$ cat src/twm_consts.svh
// Register offsets, field positions, reset values, status codes and timing counts
`ifndef TWM_CONSTS_SVH
`define TWM_CONSTS_SVH

// Register byte offsets
`define TWM_CTRL_OFS 8'h00
`define TWM_STAT_OFS 8'h04
`define TWM_DATA_OFS 8'h08

// Control register field positions
`define TWM_BIT_FLAG 7
`define TWM_BIT_ACK 6
`define TWM_BIT_START 5
`define TWM_BIT_STOP 4
`define TWM_BIT_WCOL 3
`define TWM_BIT_EN 2
`define TWM_BIT_IRQEN 0

// Reset values and status read mask
`define TWM_CTRL_RST 8'h00
`define TWM_DATA_RST 8'hFF
`define TWM_STAT_MASK 8'hF8

// Status codes, prescaler bits zero
`define TWM_ST_START 8'h08
`define TWM_ST_RSTART 8'h10
`define TWM_ST_AW_ACK 8'h18
`define TWM_ST_AW_NACK 8'h20
`define TWM_ST_DT_ACK 8'h28
`define TWM_ST_DT_NACK 8'h30
`define TWM_ST_ARB_LOST 8'h38
`define TWM_ST_AR_ACK 8'h40
`define TWM_ST_AR_NACK 8'h48
`define TWM_ST_DR_ACK 8'h50
`define TWM_ST_DR_NACK 8'h58
`define TWM_ST_NONE 8'hF8

// Quarter of a serial bit time, and its length in system clocks
`define TWM_QUARTER_NS 2500
`define TWM_CLK_MHZ 125
`define TWM_QUARTER_CYC ((`TWM_QUARTER_NS * `TWM_CLK_MHZ) / 1000)

// Last bit index of a byte plus its acknowledge bit
`define TWM_ACK_BIT 4'h8

`endif

$ cat src/twm_pkg.sv
// Types shared by the two-wire master receiver
package twm_pkg;

  // Control register layout
  typedef struct packed {
    logic event_flag;
    logic ack_enable;
    logic start_request;
    logic stop_request;
    logic write_collision_flag;
    logic interface_enable;
    logic reserved;
    logic irq_enable;
  } twm_ctrl_t;

  // Bus engine states
  typedef enum logic [2:0] {
    TWM_IDLE,
    TWM_START,
    TWM_RSTART,
    TWM_SHIFT,
    TWM_HOLD,
    TWM_STOP
  } twm_state_t;

endpackage : twm_pkg

$ cat src/twm_pin_tick.sv
// Pin synchronisers and quarter-bit tick divider
module twm_pin_tick #(
  parameter int QUARTER_CYC = 312
) (
  input wire logic sys_clk_in,
  input wire logic rst_b_in,
  input wire logic scl_in,
  input wire logic sda_in,
  output logic scl_sync_out,
  output logic sda_sync_out,
  output logic tick_out
);

  logic [1:0] scl_meta_reg; // Two-stage clock line sync
  logic [1:0] sda_meta_reg; // Two-stage data line sync
  logic [15:0] div_reg; // Divider count
  logic [15:0] div_next;
  logic tick_reg; // One-cycle quarter tick
  logic tick_next;

  // Divider next value
  always_comb begin
    if (div_reg == 16'(QUARTER_CYC - 1)) begin
      div_next = 16'h0000;
      tick_next = 1'b1;
    end else begin
      div_next = div_reg + 16'h0001;
      tick_next = 1'b0;
    end
  end

  // Registers of syncs and divider
  always_ff @(posedge sys_clk_in or negedge rst_b_in) begin
    if (!rst_b_in) begin
      scl_meta_reg <= 2'h3;
      sda_meta_reg <= 2'h3;
      div_reg <= 16'h0000;
      tick_reg <= 1'b0;
    end else begin
      scl_meta_reg <= {scl_meta_reg[0], scl_in};
      sda_meta_reg <= {sda_meta_reg[0], sda_in};
      div_reg <= div_next;
      tick_reg <= tick_next;
    end
  end

  assign scl_sync_out = scl_meta_reg[1];
  assign sda_sync_out = sda_meta_reg[1];
  assign tick_out = tick_reg;

endmodule : twm_pin_tick

$ cat src/twm_master_rx.sv
// Two-wire master receiver: register port, bus engine and pin drive
`include "twm_consts.svh"
module twm_master_rx #(
  parameter int QUARTER_CYC = `TWM_QUARTER_CYC
) (
  input wire logic sys_clk_in,
  input wire logic rst_b_in,
  input wire logic [7:0] reg_addr_in,
  input wire logic [7:0] reg_wdata_in,
  input wire logic reg_wr_in,
  input wire logic reg_rd_in,
  output logic [7:0] reg_rdata_out,
  input wire logic scl_in,
  output logic scl_out,
  output logic scl_oe_out,
  input wire logic sda_in,
  output logic sda_out,
  output logic sda_oe_out
);

  logic [1:0] rst_sync_reg; // Reset release synchroniser
  logic rst_b; // Synchronised reset
  logic scl_s; // Synced clock line
  logic sda_s; // Synced data line
  logic tick; // Quarter-bit enable

  // Register group
  twm_pkg::twm_ctrl_t ctrl_reg;
  twm_pkg::twm_ctrl_t ctrl_next;
  twm_pkg::twm_ctrl_t wr_ctrl; // Write data seen as control fields
  logic [7:0] data_reg;
  logic [7:0] data_next;
  logic [7:0] rdata_reg;
  logic [7:0] rdata_next;

  // Engine group
  twm_pkg::twm_state_t state_reg;
  twm_pkg::twm_state_t state_next;
  logic [1:0] phase_reg; // Quarter within a bit
  logic [1:0] phase_next;
  logic [3:0] bit_reg; // Bit index, 8 is acknowledge
  logic [3:0] bit_next;
  logic [7:0] shift_reg; // Serial shift register
  logic [7:0] shift_next;
  logic [7:0] code_reg; // Status code
  logic [7:0] code_next;
  logic rx_mode_reg; // Receiving data bytes
  logic rx_mode_next;
  logic addr_reg; // Current byte is an address
  logic addr_next;
  logic rep_reg; // START in progress is repeated
  logic rep_next;
  logic ack_reg; // Acknowledge seen low on bit 8
  logic ack_next;
  logic busy_reg; // Bus owned by someone
  logic busy_next;
  logic scl_prev_reg;
  logic sda_prev_reg;
  logic scl_drv_reg; // Pull clock line low
  logic scl_drv_next;
  logic sda_drv_reg; // Pull data line low
  logic sda_drv_next;

  // Engine to register strobes
  logic set_flag; // Event completed
  logic load_rx; // Received byte to data register
  logic stop_done; // STOP sent
  logic xmit; // Engine sends the current byte

  // Data line drive for a bit: transmitter bits, or our acknowledge
  function automatic logic twm_sda_drive(input logic tx, input logic [3:0] idx,
                                         input logic b7, input logic ack_en);
    logic drv;
    drv = 1'b0;
    if (tx) begin
      drv = (idx < `TWM_ACK_BIT) ? ~b7 : 1'b0;
    end else begin
      drv = (idx == `TWM_ACK_BIT) ? ack_en : 1'b0;
    end
    return drv;
  endfunction : twm_sda_drive

  // Reset release through two flops
  always_ff @(posedge sys_clk_in or negedge rst_b_in) begin
    if (!rst_b_in) begin
      rst_sync_reg <= 2'h0;
    end else begin
      rst_sync_reg <= {rst_sync_reg[0], 1'b1};
    end
  end
  assign rst_b = rst_sync_reg[1];

  // Pin sync and tick source
  twm_pin_tick #(
    .QUARTER_CYC(QUARTER_CYC)
  ) u_pin_tick (
    .sys_clk_in(sys_clk_in),
    .rst_b_in(rst_b),
    .scl_in(scl_in),
    .sda_in(sda_in),
    .scl_sync_out(scl_s),
    .sda_sync_out(sda_s),
    .tick_out(tick)
  );

  assign wr_ctrl = twm_pkg::twm_ctrl_t'(reg_wdata_in);

  // Register next values: writes, hardware events, reads
  always_comb begin
    ctrl_next = ctrl_reg;
    data_next = data_reg;
    rdata_next = 8'h00;
    if (stop_done) begin
      ctrl_next.stop_request = 1'b0;
    end
    if (reg_wr_in && reg_addr_in == `TWM_CTRL_OFS) begin
      ctrl_next.ack_enable = wr_ctrl.ack_enable;
      ctrl_next.start_request = wr_ctrl.start_request;
      ctrl_next.stop_request = wr_ctrl.stop_request;
      ctrl_next.interface_enable = wr_ctrl.interface_enable;
      ctrl_next.irq_enable = wr_ctrl.irq_enable;
      if (wr_ctrl.event_flag) begin
        ctrl_next.event_flag = 1'b0;
      end
    end else if (reg_wr_in && reg_addr_in == `TWM_DATA_OFS) begin
      if (ctrl_reg.event_flag) begin
        data_next = reg_wdata_in;
        ctrl_next.write_collision_flag = 1'b0;
      end else begin
        ctrl_next.write_collision_flag = 1'b1;
      end
    end
    if (load_rx) begin
      data_next = shift_reg;
    end
    // Hardware set wins over a clear
    if (set_flag) begin
      ctrl_next.event_flag = 1'b1;
    end
    if (reg_rd_in) begin
      if (reg_addr_in == `TWM_CTRL_OFS) begin
        rdata_next = ctrl_reg;
        rdata_next[1] = 1'b0;
      end else if (reg_addr_in == `TWM_STAT_OFS) begin
        rdata_next = code_reg & `TWM_STAT_MASK;
      end else if (reg_addr_in == `TWM_DATA_OFS) begin
        rdata_next = data_reg;
      end else begin
        rdata_next = 8'h00;
      end
    end
  end

  // Register flops
  always_ff @(posedge sys_clk_in or negedge rst_b) begin
    if (!rst_b) begin
      ctrl_reg <= twm_pkg::twm_ctrl_t'(`TWM_CTRL_RST);
      data_reg <= `TWM_DATA_RST;
      rdata_reg <= 8'h00;
    end else begin
      ctrl_reg <= ctrl_next;
      data_reg <= data_next;
      rdata_reg <= rdata_next;
    end
  end

  assign xmit = addr_reg | ~rx_mode_reg;

  // Bus engine next values
  always_comb begin
    state_next = state_reg;
    phase_next = phase_reg;
    bit_next = bit_reg;
    shift_next = shift_reg;
    code_next = code_reg;
    rx_mode_next = rx_mode_reg;
    addr_next = addr_reg;
    rep_next = rep_reg;
    ack_next = ack_reg;
    scl_drv_next = scl_drv_reg;
    sda_drv_next = sda_drv_reg;
    set_flag = 1'b0;
    load_rx = 1'b0;
    stop_done = 1'b0;
    // Bus monitor: START sets busy, STOP clears it
    busy_next = busy_reg;
    if (scl_s && scl_prev_reg && sda_prev_reg && !sda_s) begin
      busy_next = 1'b1;
    end else if (scl_s && scl_prev_reg && !sda_prev_reg && sda_s) begin
      busy_next = 1'b0;
    end
    if (!ctrl_reg.interface_enable) begin
      state_next = twm_pkg::TWM_IDLE;
      scl_drv_next = 1'b0;
      sda_drv_next = 1'b0;
      code_next = `TWM_ST_NONE;
    end else begin
      case (state_reg)
        twm_pkg::TWM_IDLE: begin
          scl_drv_next = 1'b0;
          sda_drv_next = 1'b0;
          if (ctrl_reg.start_request && !ctrl_reg.event_flag && !busy_reg) begin
            state_next = twm_pkg::TWM_START;
            phase_next = 2'h0;
            rep_next = 1'b0;
          end
        end
        twm_pkg::TWM_RSTART: begin
          // Mark the coming START as repeated
          rep_next = 1'b1;
          // Release data, then clock, then fall into START
          if (tick && phase_reg == 2'h0) begin
            scl_drv_next = 1'b0;
            phase_next = 2'h1;
          end else if (tick && scl_s) begin
            sda_drv_next = 1'b1;
            state_next = twm_pkg::TWM_START;
            phase_next = 2'h1;
          end
        end
        twm_pkg::TWM_START: begin
          if (tick) begin
            phase_next = phase_reg + 2'h1;
            case (phase_reg)
              2'h0: begin
                // Another master may have taken the bus meanwhile
                if (busy_reg) begin
                  state_next = twm_pkg::TWM_IDLE;
                end else begin
                  sda_drv_next = 1'b1;
                end
              end
              2'h2: scl_drv_next = 1'b1;
              2'h3: begin
                code_next = rep_reg ? `TWM_ST_RSTART : `TWM_ST_START;
                set_flag = 1'b1;
                state_next = twm_pkg::TWM_HOLD;
              end
              default: phase_next = 2'h2;
            endcase
          end
        end
        twm_pkg::TWM_SHIFT: begin
          if (tick) begin
            case (phase_reg)
              2'h0: begin
                scl_drv_next = 1'b0;
                phase_next = 2'h1;
              end
              2'h1: begin
                // Slave may stretch the clock
                if (scl_s) begin
                  phase_next = 2'h2;
                end
              end
              2'h2: begin
                if (bit_reg < `TWM_ACK_BIT) begin
                  shift_next = {shift_reg[6:0], sda_s};
                end else begin
                  ack_next = ~sda_s;
                end
                if (!sda_drv_reg && !sda_s &&
                    ((xmit && bit_reg < `TWM_ACK_BIT) ||
                     (!xmit && bit_reg == `TWM_ACK_BIT))) begin
                  sda_drv_next = 1'b0;
                  scl_drv_next = 1'b0;
                  code_next = `TWM_ST_ARB_LOST;
                  set_flag = 1'b1;
                  state_next = twm_pkg::TWM_HOLD;
                end else begin
                  scl_drv_next = 1'b1;
                  phase_next = 2'h3;
                end
              end
              default: begin
                if (bit_reg == `TWM_ACK_BIT) begin
                  sda_drv_next = 1'b0;
                  set_flag = 1'b1;
                  state_next = twm_pkg::TWM_HOLD;
                  if (addr_reg) begin
                    rx_mode_next = shift_reg[0];
                    if (shift_reg[0]) begin
                      code_next = ack_reg ? `TWM_ST_AR_ACK : `TWM_ST_AR_NACK;
                    end else begin
                      code_next = ack_reg ? `TWM_ST_AW_ACK : `TWM_ST_AW_NACK;
                    end
                  end else if (rx_mode_reg) begin
                    load_rx = 1'b1;
                    code_next = sda_drv_reg ? `TWM_ST_DR_ACK : `TWM_ST_DR_NACK;
                  end else begin
                    code_next = ack_reg ? `TWM_ST_DT_ACK : `TWM_ST_DT_NACK;
                  end
                end else begin
                  bit_next = bit_reg + 4'h1;
                  sda_drv_next = twm_sda_drive(xmit, bit_reg + 4'h1, shift_reg[7],
                                               ctrl_reg.ack_enable);
                  phase_next = 2'h0;
                end
              end
            endcase
          end
        end
        twm_pkg::TWM_HOLD: begin
          // clock held low while flag set, except after arbitration lost
          scl_drv_next = (code_reg != `TWM_ST_ARB_LOST);
          if (!ctrl_reg.event_flag) begin
            phase_next = 2'h0;
            bit_next = 4'h0;
            if (code_reg == `TWM_ST_ARB_LOST) begin
              scl_drv_next = 1'b0;
              state_next = twm_pkg::TWM_IDLE;
            end else if (ctrl_reg.stop_request) begin
              sda_drv_next = 1'b1;
              state_next = twm_pkg::TWM_STOP;
            end else if (ctrl_reg.start_request) begin
              sda_drv_next = 1'b0;
              state_next = twm_pkg::TWM_RSTART;
            end else if (code_reg == `TWM_ST_START || code_reg == `TWM_ST_RSTART) begin
              addr_next = 1'b1;
              shift_next = data_reg;
              sda_drv_next = twm_sda_drive(1'b1, 4'h0, data_reg[7], 1'b0);
              state_next = twm_pkg::TWM_SHIFT;
            end else if (code_reg == `TWM_ST_AR_ACK || code_reg == `TWM_ST_DR_ACK) begin
              addr_next = 1'b0;
              sda_drv_next = 1'b0;
              state_next = twm_pkg::TWM_SHIFT;
            end else if (code_reg == `TWM_ST_AW_ACK || code_reg == `TWM_ST_AW_NACK ||
                         code_reg == `TWM_ST_DT_ACK || code_reg == `TWM_ST_DT_NACK) begin
              // Transmitter mode: send data register
              addr_next = 1'b0;
              shift_next = data_reg;
              sda_drv_next = twm_sda_drive(1'b1, 4'h0, data_reg[7], 1'b0);
              state_next = twm_pkg::TWM_SHIFT;
            end
          end
        end
        twm_pkg::TWM_STOP: begin
          if (tick) begin
            case (phase_reg)
              2'h0: begin
                scl_drv_next = 1'b0;
                phase_next = 2'h1;
              end
              2'h1: begin
                if (scl_s) begin
                  sda_drv_next = 1'b0;
                  phase_next = 2'h2;
                end
              end
              2'h2: phase_next = 2'h3;
              default: begin
                stop_done = 1'b1;
                code_next = `TWM_ST_NONE;
                state_next = twm_pkg::TWM_IDLE;
              end
            endcase
          end
        end
        default: state_next = twm_pkg::TWM_IDLE;
      endcase
    end
  end

  // Engine flops
  always_ff @(posedge sys_clk_in or negedge rst_b) begin
    if (!rst_b) begin
      state_reg <= twm_pkg::TWM_IDLE;
      phase_reg <= 2'h0;
      bit_reg <= 4'h0;
      shift_reg <= 8'h00;
      code_reg <= `TWM_ST_NONE;
      rx_mode_reg <= 1'b0;
      addr_reg <= 1'b0;
      rep_reg <= 1'b0;
      ack_reg <= 1'b0;
      busy_reg <= 1'b0;
      scl_prev_reg <= 1'b1;
      sda_prev_reg <= 1'b1;
      scl_drv_reg <= 1'b0;
      sda_drv_reg <= 1'b0;
    end else begin
      state_reg <= state_next;
      phase_reg <= phase_next;
      bit_reg <= bit_next;
      shift_reg <= shift_next;
      code_reg <= code_next;
      rx_mode_reg <= rx_mode_next;
      addr_reg <= addr_next;
      rep_reg <= rep_next;
      ack_reg <= ack_next;
      busy_reg <= busy_next;
      scl_prev_reg <= scl_s;
      sda_prev_reg <= sda_s;
      scl_drv_reg <= scl_drv_next;
      sda_drv_reg <= sda_drv_next;
    end
  end

  // Open-drain pins: output level fixed low, enable pulls
  assign scl_out = 1'b0;
  assign sda_out = 1'b0;
  assign scl_oe_out = scl_drv_reg;
  assign sda_oe_out = sda_drv_reg;
  assign reg_rdata_out = rdata_reg;

endmodule : twm_master_rx

$ cat config.mk
export PLATFORM = sky130hd
export DESIGN_NAME = twm_master_rx
export DESIGN_NICKNAME = d
export VERILOG_FILES = /design/src/twm_pkg.sv /design/src/twm_pin_tick.sv /design/src/twm_master_rx.sv
export VERILOG_INCLUDE_DIRS = /design/src
export SDC_FILE = /design/constraint.sdc
export NUM_CORES = 1
export LEC_CHECK = 0
export BUFFER_PORTS_ARGS = -buffer_cell sky130_fd_sc_hd__buf_2
export CELL_PAD_IN_SITES_DETAIL_PLACEMENT = 1
export CELL_PAD_IN_SITES_GLOBAL_PLACEMENT = 2
export CORE_MARGIN = 8
export CORE_UTILIZATION = 42
export CTS_BUF_LIST = sky130_fd_sc_hd__clkbuf_4
export DETAILED_ROUTE_END_ITERATION = 6
export PLACE_DENSITY_LB_ADDON = 0.1
export SLEW_MARGIN = 20
export SYNTH_ARGS = -nofsm -noshare
export SYNTH_HDL_FRONTEND = slang
export SYNTH_SLANG_ARGS = --single-unit
$ cat constraint.sdc
create_clock -name sys_clk_in -period 6.96 [get_ports sys_clk_in]
set_input_delay 0.348 -clock sys_clk_in [delete_from_list [all_inputs] [get_ports sys_clk_in]]
set_output_delay 0.348 -clock sys_clk_in [all_outputs]
set_load 0.01 [all_outputs]
==> results of run 1 <==
## routing by layer
layer | vias to the layer above | wire length, microns | part of all wire, % | track usage (%)
met4 | 0 | 191 | 1.6 | 5.92
met2 | 67 | 5540 | 46 | 26.9
met5 | - | 0 | 0 | 0
li1 | 1727 | - | - | -
met3 | 14 | 523 | 4.3 | 3.66
met1 | 1768 | 5810 | 48 | 24.4
## how the worst max path moves through the flow
| stage | end | slack [ns] | cells after the start |
|---|---|---|---|
| 2_1_floorplan | ack_reg$_DFFE_PN0P_ | 4.69 | 0 |
| 3_3_place_gp | data_reg[6]$_DFFE_PN1P_ | 4.23 | 5 |
| 3_5_place_dp | data_reg[1]$_DFFE_PN1P_ | 4.08 | 5 |
| 4_1_cts | data_reg[4]$_DFFE_PN1P_ | 4.12 | 6 |
| 5_1_grt | shift_reg[3]$_DFFE_PN0P_ | 3.87 | 5 |
| 6_report | shift_reg[3]$_DFFE_PN0P_ | 4.19 | 5 |
## stage by stage
step / total power, W / instance area, sq um
5_1_grt: 0.00154 / 4850
4_1_cts: 0.00145 / 4820
3_3_place_gp: 0.00108 / 4600
2_1_floorplan: 0.000957 / 4390
3_5_place_dp: 0.00109 / 4600
6_report: 0.00145 / 4850
## what timing repair did
action | in CTS | in global routing
resized for setup | 0 | 0
hold endpoints to repair | 4 | 0
setup buffers | 0 | 0
hold buffers | 3 | 0
## Yosys cell counts, types with 2 or more instances
cell	instances
sky130_fd_sc_hd__a211oi_1	6
sky130_fd_sc_hd__a21boi_0	2
sky130_fd_sc_hd__a21o_1	3
sky130_fd_sc_hd__a21oi_1	22
sky130_fd_sc_hd__a21oi_2	2
sky130_fd_sc_hd__a22oi_1	3
sky130_fd_sc_hd__a2bb2oi_1	2
sky130_fd_sc_hd__a31oi_1	16
sky130_fd_sc_hd__and2_1	4
sky130_fd_sc_hd__and3_1	7
sky130_fd_sc_hd__buf_1	2
sky130_fd_sc_hd__buf_2	8
sky130_fd_sc_hd__buf_4	2
sky130_fd_sc_hd__clkbuf_1	13
sky130_fd_sc_hd__conb_1	2
sky130_fd_sc_hd__dfrtp_1	58
sky130_fd_sc_hd__dfstp_2	19
sky130_fd_sc_hd__ha_1	10
sky130_fd_sc_hd__inv_1	23
sky130_fd_sc_hd__mux2_2	8
sky130_fd_sc_hd__mux2i_1	15
sky130_fd_sc_hd__nand2_1	54
sky130_fd_sc_hd__nand2b_1	4
sky130_fd_sc_hd__nand3_1	19
sky130_fd_sc_hd__nand3b_1	6
sky130_fd_sc_hd__nand4_1	2
sky130_fd_sc_hd__nor2_1	38
sky130_fd_sc_hd__nor2b_1	8
sky130_fd_sc_hd__nor3_1	16
sky130_fd_sc_hd__nor3b_1	5
sky130_fd_sc_hd__nor4b_1	3
sky130_fd_sc_hd__o21ai_0	30
sky130_fd_sc_hd__o21ai_1	2
sky130_fd_sc_hd__o21bai_1	2
sky130_fd_sc_hd__o22ai_1	5
sky130_fd_sc_hd__o31ai_1	3
sky130_fd_sc_hd__or2_2	3
sky130_fd_sc_hd__or3_1	6
sky130_fd_sc_hd__xnor2_1	9
sky130_fd_sc_hd__xor2_1	9
## tightest hold or removal path: cells and delay by family
kind          cells  cell delay, ns
simple gates      2            0.08
buf+inv           1            0.09
## cells in the final DEF, fill, tap and decap left out, types with 3 or more instances in the layout
cell / n
sky130_fd_sc_hd__dfrtp_1: 57
sky130_fd_sc_hd__nand2_1: 54
sky130_fd_sc_hd__nor2_1: 38
sky130_fd_sc_hd__buf_2: 31
sky130_fd_sc_hd__o21ai_0: 30
sky130_fd_sc_hd__inv_1: 23
sky130_fd_sc_hd__a21oi_1: 22
sky130_fd_sc_hd__nand3_1: 19
sky130_fd_sc_hd__dfstp_2: 19
sky130_fd_sc_hd__nor3_1: 16
sky130_fd_sc_hd__a31oi_1: 15
sky130_fd_sc_hd__mux2i_1: 15
sky130_fd_sc_hd__ha_1: 10
sky130_fd_sc_hd__xor2_1: 9
sky130_fd_sc_hd__xnor2_1: 9
sky130_fd_sc_hd__clkbuf_4: 9
sky130_fd_sc_hd__nor2b_1: 8
sky130_fd_sc_hd__mux2_2: 8
sky130_fd_sc_hd__and3_1: 7
sky130_fd_sc_hd__or3_1: 6
sky130_fd_sc_hd__a211oi_1: 6
sky130_fd_sc_hd__nand3b_1: 6
sky130_fd_sc_hd__nor3b_1: 5
sky130_fd_sc_hd__o22ai_1: 5
sky130_fd_sc_hd__nand2b_1: 4
sky130_fd_sc_hd__and2_1: 4
sky130_fd_sc_hd__nor4b_1: 3
sky130_fd_sc_hd__a22oi_1: 3
sky130_fd_sc_hd__or2_2: 3
sky130_fd_sc_hd__o31ai_1: 3
sky130_fd_sc_hd__a21o_1: 3
sky130_fd_sc_hd__conb_1: 3
sky130_fd_sc_hd__bufinv_16: 3
sky130_fd_sc_hd__dlygate4sd3_1: 3
## logic make-up after synthesis
| logic type | after synthesis |
|---|---|
| AND/OR/NAND/NOR | 185 |
| AO/OA/AOI/OAI | 113 |
| flip-flops | 77 |
| buffers and inverters | 50 |
| multiplexers | 23 |
| XOR/XNOR | 18 |
| adder cells (fa/ha/maj) | 10 |
| other | 2 |
## area by class of cell
type	count	area, sq um	area share (%)
clock inverters	7	121	2.50
well taps	136	170	3.51
flip-flops and latches	77	1950	40.3
multi-input cells	352	2230	46.0
inverters	24	90.1	1.86
clock buffers	9	67.6	1.39
repair buffers	36	213	4.39
## power breakdown
group / internal, W / switching, W
sequential: 0.000508 / 0.000114
clock: 0.000184 / 0.000175
combinational: 0.000206 / 0.000259
total: 0.000898 / 0.000548
==> metrics list, run 1 <==
- Clock Skews: 0.00642 ns
- Final worst path period share: 39.8%
- Top-level port count: 34
- The via count of the first global-routing pass was 3,700.
- Data on the critical path arrives at its endpoint at 3.13 ns.
- CTS H-tree depth: 3
- STA classifies the critical path endpoint as a register.
* CTS tree: yes
- The first global-routing pass estimated 19,900 microns of wire.
* Final cell count without fillers: 641
* Flip-flop and latch count after synthesis: 77
- Ratio of cells with drive above 1 in the final layout: a little under a fifth
* Height of the die: roughly 120 microns
- Counting instances, the worst hold path has a depth of 3.
* Slew HR: ~44%
* Rows: 37
- R2R cell count: 5
- Synth Area in Compound Gates: 17.0%
- Per-cell routed wire length: 18.8 microns
- Slowest stage delay, CP: approximately 0.85 ns
* Layout filler cell count: 1,181
- Number of synthesized flops with an enable pin: 0
- Of the post-synthesis cell area, the part taken by muxes is ~5.5%.
* Slowest cell on the critical path: sky130_fd_sc_hd__dfrtp_1
- The final max-slew violation count was 0.
- In this run the power density over the cells is 298 mW/mm^2.
- The largest total area in the synthesized netlist belongs to sky130_fd_sc_hd__dfrtp_1.
* Final routed DRC violation total: 0
- Max-cap check violation count: 0
- Leakage Power: 2.05 nW
* Family of cells with the greatest summed delay on the critical path: simple AND/OR/NAND/NOR gates
* Pin count of the biggest net entering global routing: 76
- In this run the critical register-to-register path is captured at shift_reg[3]$_DFFE_PN0P_.
- After global routing the overflow that remains totals 0.
- Total of buffers placed on input and output ports: 31
- Along the worst path, the maximum fanout reaches 26.
- Tracing the worst setup path back leads to its startpoint at state_reg[2]$_DFFE_PN0P_.
- Die footprint: 0.0140 sq mm
- Antenna diode count: 0
- Final wirelength: 12,100 microns
- The flow ran to the end, and the final reports show no timing, DRC or antenna violations.
* Layout net count: 532
- Startpoint of the worst register-to-register path: state_reg[2]$_DFFE_PN0P_
- Syn. warnings: 0
* Pre-Repair DR Iteration Count: 4
* GPL Wtd Cong: 0.813
- Horiz. Die Dim: 118 microns
- Top FF cell, synth: sky130_fd_sc_hd__dfrtp_1
- Core region area: 0.0102 sq mm
* Buffer cell driving the clock tree root: sky130_fd_sc_hd__clkbuf_4
- Antenna violations before repair: 0
* Asr flop ratio synth: between 90% and 100%
- CTS saw 77 sinks.
- Kind of critical path: register to register
- Setup violations remaining at the end of the flow were counted as 0.
* Class of the tightest hold or removal check: primary input to register
- The signal on the critical path passes through or3b_1 -> a2bb2oi_2 -> nor4_4 -> nor2_1 -> a31oi_1.
- In the post-synthesis netlist, the biggest area contributors are sky130_fd_sc_hd__dfrtp_1, sky130_fd_sc_hd__dfstp_2, sky130_fd_sc_hd__nand2_1.
- For this block, the via count after detailed routing is 3,576.
- In this run, placement finished with an instance count of 621.
- Number of instances in the synthesized netlist: 478
* Dominant combinational cell family by area after synthesis: simple AND/OR/NAND/NOR gates
* Final period demand of the worst path: 2.77 ns
- OpenSTA, run right after detailed placement, puts the worst setup slack at between 4 and 5 ns.
- In the routed layout, each cell is associated on average with a via count of 5.58.
- Largest register FFs: 16
- CP Launch Type: register
- Routed Antenna Nets: 0
- CTS buffer count: 9
- The synthesized design devotes to its leading area cell type 33.1% of total area.
- Half-perimeter wire length after placement: between 8000 and 9000 microns
- Derived from the worst setup path, the maximum achievable clock frequency is 0.361 GHz.
- Total count of hold-check failures in the final report: 0
- Across every metal layer, demand over resource in global routing totals roughly 18%.
* Hold Crit Endpoint: ctrl_reg[6]$_DFFE_PN0P_
* Setup repair after global routing missed its margin: no
* Number of unique standard cell types used by synthesis: 67
- Once the floorplan was initialized, standard cells occupied 42.9% of the core.
- For the worst setup path, the data required time is 7.33 ns.
- The startpoint identified for the worst hold timing path is reg_wdata_in[6].
* Clock Latency Late Sink: around 0.44 ns
- Averaged over all synthesized cells, the footprint is ~9.2 sq um.
- Synth-to-Final Area Change: 10.6%
* Setup TNS Final: 0 ns
* Cell area after synthesis: 0.00438 sq mm
* Buffer depth of the longest clock path: 2
- Hold WS: 0.107 ns
- Register-to-register path setup slack: ~4.2 ns
- Of the total synthesized cell area, the portion taken by XOR and XNOR cells is 3.60%.
* Total buffers and inverters traversed by the critical path: 0
- After Yosys synthesis, full adders, half adders and majority gates account for 2.85% of the synthesized area.
- For the pin with the worst max-slew slack, the measured transition is 0.835 ns.
- For this block, the initial DRC count from the detailed router was 226.
* Fraction of the mapped netlist area in simple logic gates: 21.6%
- Register area share after synthesis: 44.5%
- The worst-case IR drop observed on VDD is 0.120 mV.
- Worst setup margin: 4.19 ns
* Post-route core utilization: 47.4%
- Clock-pin slew on the worst setup and hold paths: 0.14 ns
(Power assumes the default switching activity.)
==> run 2, diff against run 1 <==
--- a/config.mk
+++ b/config.mk
@@ -6,11 +6,12 @@
 export SDC_FILE = /design/constraint.sdc
 export NUM_CORES = 1
 export LEC_CHECK = 0
+export ABC_AREA = 1
 export BUFFER_PORTS_ARGS = -buffer_cell sky130_fd_sc_hd__buf_2
 export CELL_PAD_IN_SITES_DETAIL_PLACEMENT = 1
 export CELL_PAD_IN_SITES_GLOBAL_PLACEMENT = 2
 export CORE_MARGIN = 8
-export CORE_UTILIZATION = 42
+export CORE_UTILIZATION = 37
 export CTS_BUF_LIST = sky130_fd_sc_hd__clkbuf_4
 export DETAILED_ROUTE_END_ITERATION = 6
 export PLACE_DENSITY_LB_ADDON = 0.1
==> constraint.sdc (replaced) <==
create_clock -name sys_clk_in -period 2.6 [get_ports sys_clk_in]
set_input_delay 0.13 -clock sys_clk_in [delete_from_list [all_inputs] [get_ports sys_clk_in]]
set_output_delay 0.13 -clock sys_clk_in [all_outputs]
set_load 0.01 [all_outputs]
==> metrics list, run 2 <==
* Run status: finished, final reports clean
- In this run switching power makes up 24.4% of total power.
- Averaged over all synthesized cells, the footprint is a little under 8 sq um.
- Critical register-to-register path endpoint: shift_reg[1]$_DFFE_PN0P_
- The critical path is of the register to register type.
- Counting instances, the worst hold path has a depth of 5.
* Startpoint of the worst register-to-register path: state_reg[2]$_DFFE_PN0P_
- The worst setup path is captured at a register.
- No sink is reached through more buffers than the 2 on the longest clock path.
- Pins Over Slew Limit: 0
- The tightest min-delay check is of the primary input to register type.
* Commonest cells after routing, fill and taps aside: sky130_fd_sc_hd__nand2_1, sky130_fd_sc_hd__inv_1, sky130_fd_sc_hd__dfrtp_1
- Number of endpoints failing setup at the final stage: 0
- Final cell count without fillers: slightly above 800
- In this run, flip-flops and latches consume 54.0% of the power.
* GPL Wtd Cong: 0.809
- Height of the die: between 100 and 150 microns
- TritonCTS built the clock tree.
- Ratio of cells with drive above 1 in the final layout: a little under a fifth
- After routing the design area is roughly 0.0052 sq mm.
- Hold Path Origin: reg_wdata_in[7]
* Layout net count: about 670
- Initial DRC Count: 148
- Counting flops with an async set or reset pin after synthesis yields a share of 100%.
* Mux contribution to synthesized area: 1.64%
- Cell area after synthesis: 0.00464 sq mm
* Half-perimeter wire length after placement: 10,300 microns
* Global-route wire length before repair: 22,500 microns
- By area the synthesized netlist is led by sky130_fd_sc_hd__dfrtp_1, sky130_fd_sc_hd__nand2_1, sky130_fd_sc_hd__dfstp_2.
- Register area share after synthesis: 42.0%
- Pin placement for this block handled 34 I/O pins.
- Final wirelength: 13,400 microns
* Max-cap check violation count: 0
* Fraction of the mapped netlist area in simple logic gates: between 30 and 40%
- After clock tree synthesis, the repair step resized 0 gates.
- Pin count of the biggest net entering global routing: 72
- The register with the most flip-flops in the layout has 16 of them.
* Initial standard-cell utilization of the core: 37.4%
- Yosys mapped a number of flops with a built-in enable equal to 0.
- The number of hold buffers added after CTS was 10.
- Syn. warnings: 0
- For the worst setup path, the data arrival time is 2.61 ns.
* Most common cell after layout, fill and taps aside: sky130_fd_sc_hd__nand2_1
- The worst hold path terminates at data_reg[7]$_DFFE_PN1P_.
- Data required, critical path: around 3 ns
- From synthesis to final layout, the design area changed by 12.3%.
* Number of buffers inserted by post-CTS setup repair: 0
- Dividing total power by cell area gives a power density of 462 mW/mm^2.
- Global router's overall resource usage: between 10% and 20%
* Total count of hold-check failures in the final report: 0
- Measured in cells, the most critical reg-to-reg path has a length of 6.
- Pre-Repair DR Iteration Count: 4
- Input and output buffers added on the ports amount to 31.
- The design draws 0.00241 W.
- Final worst path period share: 85.3%
- Post-detailed-route via-to-cell ratio: slightly above 5
- The share of total power dissipated in combinational logic is 6.2%.
- Synth Area in Compound Gates: 12.6%
- Core region area: 0.0124 sq mm
- In the final timing run, aggregate negative setup slack is 0 ns.
* Top FF cell, synth: sky130_fd_sc_hd__dfrtp_1
- CTS saw 77 sinks.
- Total internal power: around 0.0018 W
- In the synthesized netlist, the number of instances is ~590.
* Number of unique standard cell types used by synthesis: 54
* Cell total after placement: 785
- Clock skew on the completed layout was measured at 0.0280 ns.
- Summed over all nets, the switching power comes to about 0.00059 W.
- CP Max Fanout: 21
- IR analysis of the VDD net gives a maximum drop of 0.285 mV.
* Placement-stage cell area: 0.00493 sq mm
- Per-cell routed wire length: 16.5 microns
- Counting the fill cells in the layout gives between 1,500 and 2,000.
- The initialized floorplan defines 41 standard-cell rows.
- CP Launch Type: register
* Die footprint: 0.0164 sq mm
- Clock Latency Late Sink: 0.46 ns
- By area, the combinational part of the netlist is dominated by simple AND/OR/NAND/NOR gates.
- For this design the static power due to leakage is 2.50 nW.
- The commonest cells after synthesis are sky130_fd_sc_hd__nand2_1, sky130_fd_sc_hd__inv_1, sky130_fd_sc_hd__dfrtp_1.
- Register-to-register path setup slack: between 0.3 and 0.4 ns
- Clock-pin slew was measured on the worst setup and hold paths at 0.14 ns.
* Vias in the first global route: 4,283
- Antenna violations before repair: 0
- On the final layout, the worst hold slack is between 0.05 and 0.06 ns.
* Overall overflow remaining after global route: 0
- Xor and xnor fraction of the mapped netlist area: 1.70%
* Routed Antenna Nets: 0
- Summing over every cut layer, the via total after detailed routing is 4,088.
* Clock power frac: 39.9%
* Cell with the most instances after synthesis: sky130_fd_sc_hd__nand2_1
* Setup repair after global routing missed its margin: no
* Final routed DRC violation total: 0
- The share of synthesized area in the top cell type comes to 31.3%.
- From left edge to right edge, the die measures around 130 microns.
* Maximum achievable frequency: 0.451 GHz
- Largest area contributor in the synthesized netlist: sky130_fd_sc_hd__dfrtp_1
- The H-tree generated during clock tree synthesis spans 3 levels.
- In this run the clock root is driven by a sky130_fd_sc_hd__clkbuf_4.
- Flip-flop and latch count after synthesis: 77
- Post-synthesis share of cell area spent on full adders, half adders and majority gates: 2.69%
- CTS buffer count: 9
- Final period demand of the worst path: 2.22 ns
- For the pin with the worst max-slew slack, the measured transition is roughly 0.95 ns.
- The worst pin sits at a relative slew slack of 36.6%.
- Antenna diode count: 0
## run 2: per-stage QoR
| step | util (%) | setup slack, ns |
|---|---|---|
| 6_report | 42.0 | 0.382 |
| 5_1_grt | 42.0 | 0.208 |
| 4_1_cts | 42.0 | 0.370 |
| 3_5_place_dp | 39.7 | 0.410 |
| 3_3_place_gp | 39.7 | 0.507 |
| 2_1_floorplan | - | 0.330 |
## run 2: power by group through the flow
stage | clock (W) | sequential [W] | combinational (W)
finish | 0.000961 | 0.00130 | 0.000149
floorplan | 0 | 0.00130 | 0.0000934
global placement | 0 | 0.00132 | 0.000133
CTS | 0.000995 | 0.00130 | 0.000150
detailed placement | 0 | 0.00132 | 0.000137
global route | 0.00103 | 0.00131 | 0.000167
## run 2: logic make-up (layout without fill, tap and decap cells)
family	Yosys count	after routing
AND/OR/NAND/NOR	297	297
AO/OA/AOI/OAI	98	98
buffers and inverters	93	138
flip-flops	77	77
adder cells (fa/ha/maj)	10	10
XOR/XNOR	9	9
multiplexers	7	7
other	2	3
## run 2: worst max-delay path, stage by stage, from the launching register on
cell and delay, ns:
sky130_fd_sc_hd__dfrtp_1 0.67, sky130_fd_sc_hd__nand2_2 0.44, sky130_fd_sc_hd__o21ai_1 0.40, sky130_fd_sc_hd__nor3_2 0.10, sky130_fd_sc_hd__nand2_2 0.32, sky130_fd_sc_hd__nand2_1 0.14, sky130_fd_sc_hd__o21ai_2 0.08
## run 2: per-layer routing
layer	GRT usage [%]	wire length (microns)	vias up	share of wire, %
met4	6.08	194	0	1.4
met5	0	0	-	0
met1	23.4	6530	1997	49
met3	2.83	435	12	3.2
li1	-	-	2024	-
met2	27.8	6260	55	47
## run 2: area by class of cell
cell class	count	area, sq um	share of cell area [%]
tap	172	215	4.13
clock inverter	4	97.6	1.87
sequential	77	1950	37.5
timing repair buffer	43	270	5.18
clock buffer	12	90.1	1.73
inverter	79	303	5.80
multi-input combinational	424	2290	43.8
## run 2: worst max-delay path by stage
| stage | slack, ns | cells after the start | to | startpoint |
|---|---|---|---|---|
| after CTS | 0.37 | 6 | shift_reg[1]$_DFFE_PN0P_ | state_reg[2]$_DFFE_PN0P_ |
| after floorplan | 0.33 | 0 | ack_reg$_DFFE_PN0P_ | rst_sync_reg[1]$_DFF_PN0_ |
| final | 0.38 | 6 | shift_reg[1]$_DFFE_PN0P_ | state_reg[2]$_DFFE_PN0P_ |
| after detailed placement | 0.41 | 6 | shift_reg[1]$_DFFE_PN0P_ | state_reg[2]$_DFFE_PN0P_ |
| after global routing | 0.21 | 6 | shift_reg[1]$_DFFE_PN0P_ | state_reg[2]$_DFFE_PN0P_ |
| after global placement | 0.51 | 8 | bit_reg[2]$_DFFE_PN0P_ | state_reg[0]$_DFFE_PN0P_ |
